[config.mk]
export PLATFORM = sky130hd
export DESIGN_NAME = stap_tap
export DESIGN_NICKNAME = d
export VERILOG_FILES = /design/src/rtl/stap_tap.v
export VERILOG_INCLUDE_DIRS = /design/src /design/src/rtl
export SDC_FILE = /design/constraint.sdc
export NUM_CORES = 1
export LEC_CHECK = 0
export ABC_AREA = 1
export BUFFER_PORTS_ARGS = -buffer_cell sky130_fd_sc_hd__buf_2
export CORE_MARGIN = 8
export CORE_UTILIZATION = 57
export CTS_CLUSTER_SIZE = 16
export DETAILED_ROUTE_END_ITERATION = 6
export PLACE_DENSITY = 0.75
export SYNTH_ARGS = -nofsm -noshare
export SYNTH_HDL_FRONTEND = slang
export SYNTH_SLANG_ARGS = --single-unit
[constraint.sdc]
create_clock -name clk_sys -period 1.6 [get_ports clk_sys]
set_input_delay 0.08 -clock clk_sys [delete_from_list [all_inputs] [get_ports clk_sys]]
set_output_delay 0.08 -clock clk_sys [all_outputs]
set_load 0.02 [all_outputs]
[src/rtl/stap_regs.vh]
`ifndef STAP_REGS_VH
`define STAP_REGS_VH
// ----------------------------------------
// instruction codes
// ----------------------------------------
`define STAP_IR_W 3
`define STAP_IR_EXTEST 3'h0
`define STAP_IR_IDCODE 3'h1
`define STAP_IR_SAMPZ 3'h2
`define STAP_IR_RFU0 3'h3
`define STAP_IR_SAMPLE 3'h4
`define STAP_IR_PRIV 3'h5
`define STAP_IR_RFU1 3'h6
`define STAP_IR_BYPASS 3'h7
`define STAP_IR_CAPT 3'h1
// ----------------------------------------
// id register
// ----------------------------------------
`define STAP_ID_W 32
// arbitrary neutral identification value
`define STAP_ID_VAL 32'h00000001
// ----------------------------------------
// tap states (one-hot bit index)
// ----------------------------------------
`define STAP_NST 16
`define STAP_S_TLR 0
`define STAP_S_RTI 1
`define STAP_S_SDR 2
`define STAP_S_CDR 3
`define STAP_S_SHDR 4
`define STAP_S_E1DR 5
`define STAP_S_PDR 6
`define STAP_S_E2DR 7
`define STAP_S_UDR 8
`define STAP_S_SIR 9
`define STAP_S_CIR 10
`define STAP_S_SHIR 11
`define STAP_S_E1IR 12
`define STAP_S_PIR 13
`define STAP_S_E2IR 14
`define STAP_S_UIR 15
// ----------------------------------------
// pin synchroniser bit positions
// ----------------------------------------
`define STAP_SYNC_W 5
`define STAP_SYNC_RST 5'h1F
`define STAP_SY_TCK 4
`define STAP_SY_TMS 3
`define STAP_SY_TMSD 2
`define STAP_SY_TDI 1
`define STAP_SY_TDID 0
`endif

[src/rtl/stap_tap.v]
`timescale 1ns/10ps
`default_nettype none
`include "stap_regs.vh"
module stap_tap #(
  parameter PIN_W = 8,
  parameter PAD_W = 2
) (
  // system
  input wire clk_sys,
  input wire rst_n,
  // test pins, tms and tdi each with a drive-present flag
  input wire tck_in,
  input wire tms_in,
  input wire tms_drv,
  input wire tdi_in,
  input wire tdi_drv,
  output reg tdo_out_q,
  output reg tdo_oe_q,
  // memory pin ring
  input wire [PIN_W-1:0] ring_in,
  output reg [PIN_W-1:0] ring_out_q,
  output reg ring_oe_q,
  output reg ring_hiz_q
);
  localparam BSR_W = PIN_W + PAD_W;

  // ----------------------------------------
  // synchronisers and edge detect
  // ----------------------------------------
  reg [`STAP_SYNC_W-1:0] s1_q;
  reg [`STAP_SYNC_W-1:0] s2_q;
  reg [PIN_W-1:0] ring_s1_q;
  reg [PIN_W-1:0] ring_s2_q;
  reg tck_d1_q;
  wire tms_v;
  wire tdi_v;
  wire tck_rise;
  wire tck_fall;
  always @(posedge clk_sys)
  begin
    if (!rst_n)
    begin
      s1_q <= `STAP_SYNC_RST;
      s2_q <= `STAP_SYNC_RST;
      ring_s1_q <= {PIN_W{1'b0}};
      ring_s2_q <= {PIN_W{1'b0}};
      tck_d1_q <= 1'b1; // same as synced tck reset, no false rise
    end
    else
    begin
      s1_q <= {tck_in, tms_in, tms_drv, tdi_in, tdi_drv};
      s2_q <= s1_q;
      ring_s1_q <= ring_in;
      ring_s2_q <= ring_s1_q;
      tck_d1_q <= s2_q[`STAP_SY_TCK];
    end
  end
  assign tms_v = s2_q[`STAP_SY_TMS] | ~s2_q[`STAP_SY_TMSD];
  assign tdi_v = s2_q[`STAP_SY_TDI] | ~s2_q[`STAP_SY_TDID];
  assign tck_rise = s2_q[`STAP_SY_TCK] & ~tck_d1_q;
  assign tck_fall = ~s2_q[`STAP_SY_TCK] & tck_d1_q;

  // ----------------------------------------
  // decode helpers
  // ----------------------------------------
  function is_bsr;
    input [2:0] ir;
    begin
      is_bsr = (ir == `STAP_IR_EXTEST) || (ir == `STAP_IR_SAMPZ) ||
               (ir == `STAP_IR_SAMPLE);
    end
  endfunction

  // ----------------------------------------
  // tap state machine
  // ----------------------------------------
  localparam [`STAP_NST-1:0] S_ONE = {{(`STAP_NST-1){1'b0}}, 1'b1};
  localparam [`STAP_NST-1:0] S_TLR = S_ONE << `STAP_S_TLR;
  localparam [`STAP_NST-1:0] S_RTI = S_ONE << `STAP_S_RTI;
  localparam [`STAP_NST-1:0] S_SDR = S_ONE << `STAP_S_SDR;
  localparam [`STAP_NST-1:0] S_CDR = S_ONE << `STAP_S_CDR;
  localparam [`STAP_NST-1:0] S_SHDR = S_ONE << `STAP_S_SHDR;
  localparam [`STAP_NST-1:0] S_E1DR = S_ONE << `STAP_S_E1DR;
  localparam [`STAP_NST-1:0] S_PDR = S_ONE << `STAP_S_PDR;
  localparam [`STAP_NST-1:0] S_E2DR = S_ONE << `STAP_S_E2DR;
  localparam [`STAP_NST-1:0] S_UDR = S_ONE << `STAP_S_UDR;
  localparam [`STAP_NST-1:0] S_SIR = S_ONE << `STAP_S_SIR;
  localparam [`STAP_NST-1:0] S_CIR = S_ONE << `STAP_S_CIR;
  localparam [`STAP_NST-1:0] S_SHIR = S_ONE << `STAP_S_SHIR;
  localparam [`STAP_NST-1:0] S_E1IR = S_ONE << `STAP_S_E1IR;
  localparam [`STAP_NST-1:0] S_PIR = S_ONE << `STAP_S_PIR;
  localparam [`STAP_NST-1:0] S_E2IR = S_ONE << `STAP_S_E2IR;
  localparam [`STAP_NST-1:0] S_UIR = S_ONE << `STAP_S_UIR;
  reg [`STAP_NST-1:0] st_q;
  reg [`STAP_NST-1:0] st_d;
  always @*
  begin
    case (st_q)
      S_TLR: st_d = tms_v ? S_TLR : S_RTI;
      S_RTI: st_d = tms_v ? S_SDR : S_RTI;
      S_SDR: st_d = tms_v ? S_SIR : S_CDR;
      S_CDR: st_d = tms_v ? S_E1DR : S_SHDR;
      S_SHDR: st_d = tms_v ? S_E1DR : S_SHDR;
      S_E1DR: st_d = tms_v ? S_UDR : S_PDR;
      S_PDR: st_d = tms_v ? S_E2DR : S_PDR;
      S_E2DR: st_d = tms_v ? S_UDR : S_SHDR;
      S_UDR: st_d = tms_v ? S_SDR : S_RTI;
      S_SIR: st_d = tms_v ? S_TLR : S_CIR;
      S_CIR: st_d = tms_v ? S_E1IR : S_SHIR;
      S_SHIR: st_d = tms_v ? S_E1IR : S_SHIR;
      S_E1IR: st_d = tms_v ? S_UIR : S_PIR;
      S_PIR: st_d = tms_v ? S_E2IR : S_PIR;
      S_E2IR: st_d = tms_v ? S_UIR : S_SHIR;
      S_UIR: st_d = tms_v ? S_SDR : S_RTI;
      default: st_d = S_TLR;
    endcase
  end

  // ----------------------------------------
  // registers on the rising test-clock edge
  // ----------------------------------------
  reg [2:0] ir_sh_q;
  reg [2:0] ir_q;
  reg byp_q;
  reg [`STAP_ID_W-1:0] id_q;
  reg [BSR_W-1:0] bsr_q;
  reg [BSR_W-1:0] bsr_upd_q;
  wire sel_bsr;
  wire sel_id;
  wire sel_byp;
  assign sel_bsr = is_bsr(ir_q);
  assign sel_id = (ir_q == `STAP_IR_IDCODE);
  assign sel_byp = ~sel_bsr & ~sel_id;

  always @(posedge clk_sys)
  begin
    if (!rst_n)
    begin
      st_q <= S_TLR;
      ir_sh_q <= `STAP_IR_IDCODE;
      ir_q <= `STAP_IR_IDCODE;
      byp_q <= 1'b0;
      id_q <= {`STAP_ID_W{1'b0}};
      bsr_q <= {BSR_W{1'b1}};
      bsr_upd_q <= {BSR_W{1'b1}};
    end
    else if (tck_rise)
    begin
      st_q <= st_d;
      if (st_q[`STAP_S_TLR])
        ir_q <= `STAP_IR_IDCODE;
      if (st_q[`STAP_S_CIR])
        ir_sh_q <= `STAP_IR_CAPT;
      if (st_q[`STAP_S_SHIR])
        ir_sh_q <= {tdi_v, ir_sh_q[2:1]};
      if (st_q[`STAP_S_UIR])
        ir_q <= ir_sh_q;
      if (st_q[`STAP_S_CDR])
      begin
        byp_q <= 1'b0;
        if (sel_id)
          id_q <= `STAP_ID_VAL;
        if (sel_bsr)
          bsr_q <= {{PAD_W{1'b1}}, ring_s2_q};
      end
      if (st_q[`STAP_S_SHDR])
      begin
        if (sel_byp)
          byp_q <= tdi_v;
        if (sel_id)
          id_q <= {tdi_v, id_q[`STAP_ID_W-1:1]};
        if (sel_bsr)
          bsr_q <= {tdi_v, bsr_q[BSR_W-1:1]};
      end
      if (st_q[`STAP_S_UDR] && sel_bsr)
        bsr_upd_q <= bsr_q | {{PAD_W{1'b1}}, {PIN_W{1'b0}}};
    end
  end

  // ----------------------------------------
  // outputs on the falling test-clock edge
  // ----------------------------------------
  always @(posedge clk_sys)
  begin
    if (!rst_n)
    begin
      tdo_out_q <= 1'b0;
      tdo_oe_q <= 1'b0;
      ring_out_q <= {PIN_W{1'b0}};
      ring_oe_q <= 1'b0;
      ring_hiz_q <= 1'b0;
    end
    else if (tck_fall)
    begin
      tdo_oe_q <= st_q[`STAP_S_SHDR] | st_q[`STAP_S_SHIR];
      if (st_q[`STAP_S_SHIR])
        tdo_out_q <= ir_sh_q[0];
      else if (sel_bsr)
        tdo_out_q <= bsr_q[0];
      else if (sel_id)
        tdo_out_q <= id_q[0];
      else
        tdo_out_q <= byp_q;
      ring_out_q <= bsr_upd_q[PIN_W-1:0];
      ring_oe_q <= (ir_q == `STAP_IR_EXTEST);
      ring_hiz_q <= (ir_q == `STAP_IR_SAMPZ);
    end
  end
endmodule // stap_tap
`default_nettype wire

==> results of run 1 <==
## synth_stat cells, drive strengths merged
library cell,n
nand3b,1
o221ai,1
nor2,55
a31oi,1
nand2,166
nor4,1
buf,11
clkbuf,13
or2,10
o211ai,10
o21ai,20
dfxtp,112
a21oi,68
nand3,25
inv,60
nand4,6
nor3,7
o31ai,1
o22ai,5
## timing repair
item / 4_1_cts / 5_1_grt
setup endpoints to repair: 0 / 36
hold buffers: 13 / 0
resized for setup: 0 / 3
hold endpoints to repair: 13 / 0
buffers inserted: 0 / 1
## power by group through the flow
stage          clock [uW]  combinational, uW  sequential [uW]
2_1_floorplan           0                124             2920
3_3_place_gp            0                201             2910
3_5_place_dp            0                206             2910
4_1_cts              1800                232             2850
5_1_grt              1920                258             2850
6_report             1750                235             2850
## layout make-up
class / instances / area [sq um]
clock buffers: 10 / 127.6
clock inverters: 6 / 85.08
fillers: 688 / 2814
inverters: 60 / 227.7
multi-input cells: 377 / 2041
flip-flops and latches: 112 / 2242
well taps: 105 / 131.4
repair buffers: 52 / 382.9
## per-stage QoR
| stage | area (sq um) | power [uW] | util [%] |
|---|---|---|---|
| after detailed placement | 4875 | 3118 | 60.54 |
| final | 5238 | 4830 | 65.05 |
| after global routing | 5238 | 5033 | 65.05 |
| after global placement | 4875 | 3111 | 60.54 |
| after CTS | 5218 | 4875 | 64.80 |
| after floorplan | 4652 | 3049 | - |
## worst max-delay path: stages (launching register included)
cell and delay, ns:
dfxtp_1 0.50, inv_2 0.17, a21oi_2 0.19, nand2_1 0.07, buf_4 0.24, nand2_1 0.12, a21oi_2 0.05
## per-layer routing
layer  vias up  GRT usage, %
met5         -             0
met4         0         4.523
met3        11         5.566
met2        61         26.54
met1      1673         20.29
li1       1908             -
## sequential cells by signal, summed over array words and instances (netlist names), 8 cells and up
| name | flops |
|---|---|
| id_q | 32 |
| st_q | 16 |
| bsr_q | 10 |
| bsr_upd_q | 8 |
| ring_out_q | 8 |
| ring_s1_q | 8 |
| ring_s2_q | 8 |
## cells by family after synthesis
group                  synth area share [%]
DFF                                   48.20
and+or+nand+nor                       28.27
AOI/OAI and AO/OA                     15.39
buffers and inverters                 8.150
## worst paths after layout
kind,cells after the start,to,slack (ns)
hold / removal,3,ir_sh_q[1]$_SDFFE_PN0P_,0.07
setup reg to reg,6,id_q[3]$_SDFFE_PN0P_,0.15
hold reg to reg,2,ring_s2_q[5]$_SDFF_PN0_,0.42
setup / recovery,6,id_q[3]$_SDFFE_PN0P_,0.15
==> flow_metrics.py, run 1 <==
metrics = {
    "power_and_ir_drop": {
        "p_switching_uw": 1142,
        "p_per_area_nw_per_um2": 922.3,
        "clockPowerShare_pct": 36.2,
        "leakagePower_uw": 0.002188,
        "intPower_uw": 3688,
        "pwr-share-comb_pct": 4.9,
        "vdd_ir_drop_max_mv": 0.5146,
        "seqPwrFrac_pct": 59.0,
        "switching_share_pct": 23.65,
    },
    "sta": {
        "slew_headroom_pct": 72.41,
        "holdWs_ns": 0.06862,
        "setup_tns_ns": 0,
        "rsz0062_at_grt": "no",
        "finalClockSkew_ns": 0.01066,
        "post-route-period-util_pct": 90.84,
        "setup_ws_ns": 0.1466,
        "post-route-min-period_ns": 1.453,
        "max_freq_ghz": 0.6880,
        "finalSetupViolations": 0,
        "drv_slew": 0,
        "worst_slew_pin_slew_ns": 0.4138,
        "hold_viol_final": 0,
    },
    "routing": {
        "drtAntennaViolNets": 0,
        "dr.first_iter.drc_count": 168,
        "top_layer": "met4",
        "wl_met3_microns": 468,
        "viasPerCell": 5.060,
        "drt-total-wl_mm": 9.076,
        "dr_wl_met2_mm": 4.370,
        "wl_met1_mm": 4.134,
        "vias": 3653,
        "drt_drc_violations_left": 0,
        "first_pass_iters": 4,
        "wl_per_cell_microns": 12.57,
    },
    "finish": {
        "layout_common_cells": "nand2_1 (128), dfxtp_1 (112), inv_1 (52)",
        "areaGrowthSynthToFinish_pct": 12.59,
        "finalNonFillerCells": 722,
        "drive_gt1_share_pct": 26.26,
        "final_common_cell": "nand2_1",
        "fin_nets": 627,
        "diodes": 0,
    },
    "placement": {
        "place.gp.congestion": 0.8880,
        "place_worst_setup_slack_ns": 0.09535,
        "dpl.hpwl_mm": 6.025,
        "port_buffers": 26,
        "dp.cells": 692,
    },
    "clock_tree": {
        "clock-root-buffer": "clkbuf_8",
        "cts_made_buffers": 9,
        "clk_pin_slew_ns": 0.11,
        "cts_tree": "built",
        "worst_skew_pair.late_latency_ns": 0.37,
        "clk_path_buf_depth": 2,
        "htreeDepth": 3,
        "clock_sink_count": 112,
    },
    "synthesis": {
        "ys_seq_area_share_pct": 48.20,
        "yosys.area.top_type": "dfxtp_1",
        "syn_nets": 588,
        "syn_area_per_cell_sq_um": 8.119,
        "synthesis.instances": 573,
        "synth-seq-cells": 112,
        "synth_area_leaders": "dfxtp_1 (48%), nand2_1 (10%), a21oi_2 (6.0%), nand2_2 (5.0%), inv_1 (4.2%)",
        "yosys.area.top_type_share_pct": 48.20,
        "yosysUniqueCellTypes": 34,
        "synth_area_sq_um": 4652,
        "ys_warn_count": 0,
    },
    "global_routing": {
        "grtUsageTotal_pct": 16.38,
        "grt_max_degree": 43,
        "antenna_found_initial": 0,
        "grt_first_pass_wirelength_mm": 15.35,
        "grt_pass1_vias": 3438,
        "overflow": 0,
    },
    "floorplanning": {
        "start_util_pct": 57.78,
        "io_pins": 27,
        "coreArea_sq_um": 8051,
        "die_x_microns": 106.3,
        "rows": 33,
        "die_h_microns": 106.3,
        "dieArea_sq_um": 11310,
    },
    "min_path": {
        "hold_path_class": "input pin to flop",
        "min_from": "rst_n",
    },
    "setup_path": {
        "r2r_start": "st_q[4]$_SDFFE_PN0P_",
        "worstPathArrival_ns": 1.71,
        "startpoint": "st_q[4]$_SDFFE_PN0P_",
        "path_max_fanout": 32,
        "worstPathRequired_ns": 1.86,
        "worstSetupPathType": "flop to flop",
        "critPathCaptureType": "flop",
        "startpoint_type": "flop",
    },
    "outcome": {
        "status": "completed",
    },
    "run": {
        "cap_violations": 0,
    },
}
Power figures use the tool's default switching activity.
==> run 2, diff against run 1 <==
Settings changed: REMOVE_ABC_BUFFERS set to 1.
==> flow_metrics.py, run 2 (synthesis gave the netlist of run 1 again) <==
metrics = {
    "finish": {
        "largest_reg_flops": 32,
        "fin_util_pct": 65.24,
        "final_common_cell": "nand2_1",
        "fin_nets": 630,
        "areaGrowthSynthToFinish_pct": 12.91,
        "largest_register": "id_q",
        "nFillCells": 682,
        "diodes": 0,
        "drive_gt1_share_pct": 26.94,
        "layout_common_cells": "nand2_1 (128), dfxtp_1 (111), inv_1 (52)",
        "final_cell_area_sq_um": 5253,
        "finalNonFillerCells": 725,
        "top_regs": "id_q (32), st_q (16), bsr_q (10)",
    },
    "setup_path": {
        "cpPeakStageDelay_ns": 0.49,
        "r2r_start": "st_q[4]$_SDFFE_PN0P_",
        "critPathTopFamily": "flip-flops",
        "worstPathRequired_ns": 1.86,
        "crit_chain": "inv_2 > a21oi_2 > nand2_1 > buf_4 > nand2_1 > a21oi_2",
        "critPathCaptureType": "flop",
        "startpoint_type": "flop",
        "critPathSlowestCell": "dfxtp_1",
        "path_max_fanout": 32,
        "worst-path-buf-inv": 2,
        "r2r-end": "id_q[28]$_SDFFE_PN0P_",
        "worstSetupPathType": "flop to flop",
        "worstRegToRegCells": 6,
        "worstPathArrival_ns": 1.72,
        "reg2reg_slack_ns": 0.14,
    },
    "global_routing": {
        "grt_first_pass_wirelength_mm": 15.30,
        "antenna_found_initial": 0,
        "grt_max_degree": 42,
        "overflow": 0,
        "grtUsageTotal_pct": 16.31,
        "grt_pass1_vias": 3342,
    },
    "sta": {
        "finalSetupViolations": 0,
        "rsz0062_at_grt": "no",
        "drv_slew": 0,
        "max_freq_ghz": 0.6845,
        "slew_headroom_pct": 75.41,
        "post-route-min-period_ns": 1.461,
        "post-route-period-util_pct": 91.31,
        "hold_viol_final": 0,
        "worst_slew_pin_slew_ns": 0.3685,
        "finalClockSkew_ns": 0.01237,
    },
    "routing": {
        "drtAntennaViolNets": 0,
        "vias": 3683,
        "viasPerCell": 5.080,
        "drt_drc_violations_left": 0,
        "wl_per_cell_microns": 12.39,
        "dr.first_iter.drc_count": 148,
        "drt-total-wl_mm": 8.984,
        "first_pass_iters": 6,
    },
    "clock_tree": {
        "worst_skew_pair.late_latency_ns": 0.37,
        "clk_path_buf_depth": 2,
        "clock-root-buffer": "clkbuf_8",
        "cts_made_buffers": 9,
        "htreeDepth": 3,
        "cts_tree": "built",
        "clk_pin_slew_ns": 0.11,
        "clock_sink_count": 112,
    },
    "floorplanning": {
        "coreArea_sq_um": 8051,
        "die_x_microns": 106.3,
        "die_h_microns": 106.3,
        "start_util_pct": 57.78,
        "dieArea_sq_um": 11310,
        "io_pins": 27,
        "rows": 33,
    },
    "placement": {
        "dpl.hpwl_mm": 5.844,
        "dp.cells": 694,
        "place.gp.congestion": 0.8732,
        "placed_area_sq_um": 4890,
        "port_buffers": 26,
    },
    "power_and_ir_drop": {
        "leakagePower_uw": 0.002198,
        "vdd_ir_drop_max_mv": 0.4900,
        "p_per_area_nw_per_um2": 889.9,
    },
    "min_path": {
        "min_from": "rst_n",
        "worstHoldEndpoint": "bsr_upd_q[6]$_SDFFE_PN1P_",
        "hold_depth": 2,
        "hold_path_class": "input pin to flop",
    },
    "run": {
        "cap_violations": 0,
    },
    "outcome": {
        "status": "completed",
    },
}
==> run 2: changes by cell type in the layout (fill, tap and decap cells not counted), sizes merged <==
| cell | change |
|---|---|
| clkbuf | +1 |
| buf | +2 |
| clkinvlp | +1 |
| clkinv | +1 |
| inv | -1 |
| bufinv | -1 |
==> run 2: what timing repair did <==
action | CTS | global route
setup endpoints to repair | 0 | 28
hold buffers | 13 | 0
hold endpoints to repair | 13 | 0
buffers inserted | 0 | 1
resized for setup | 0 | 4
==> run 2: where the power goes <==
part / switching [uW] / leakage (uW) / internal [uW] / total (uW)
logic: 142 / 0.00120 / 91.7 / 234
registers: 16.9 / 0.000910 / 2830 / 2850
clock network: 961 / 0.0000921 / 631 / 1590
total: 1120 / 0.00220 / 3550 / 4670
==> run 2: layout make-up <==
class	count	area, sq um	area share [%]
clock inverters	6	53.80	1.024
repair buffers	55	422.9	8.051
well taps	105	131.4	2.501
clock buffers	10	137.6	2.620
multi-input cells	377	2036	38.76
inverters	60	227.7	4.335
flip-flops and latches	112	2243	42.71
==> run 2: layer usage <==
metal  vias to the layer above  wire [microns]  track usage, %
li1                       1918               -               -
met1                      1673            4186           21.38
met2                        83            4178           25.29
met3                         9             502           4.174
met4                         0             116           6.131
met5                         -               0               0
==> run 2: worst max path at each step <==
stage	from	slack, ns	depth (start not counted)	end
after floorplan	s2_q[4]$_SDFF_PN1_	-0.28	7	id_q[11]$_SDFFE_PN0P_
after global placement	s2_q[4]$_SDFF_PN1_	0.14	7	bsr_q[3]$_SDFFE_PN1P_
after detailed placement	s2_q[4]$_SDFF_PN1_	0.11	8	id_q[2]$_SDFFE_PN0P_
after CTS	s2_q[4]$_SDFF_PN1_	0.09	8	id_q[2]$_SDFFE_PN0P_
after global routing	st_q[1]$_SDFFE_PN0P_	0.03	9	st_q[1]$_SDFFE_PN0P_
final	st_q[4]$_SDFFE_PN0P_	0.14	6	id_q[28]$_SDFFE_PN0P_
==> run 2: metrics by stage <==
stage                     hold WS (ns)  power (uW)  setup TNS, ns  setup WS [ns]
after floorplan                 0.1487        3028         -8.929        -0.2825
after global routing           0.02108        4889              0        0.02603
after detailed placement        0.2676        3119              0         0.1052
after global placement          0.2607        3114              0         0.1435
final                          0.03491        4674              0         0.1391
after CTS                     0.008949        4707              0        0.08690
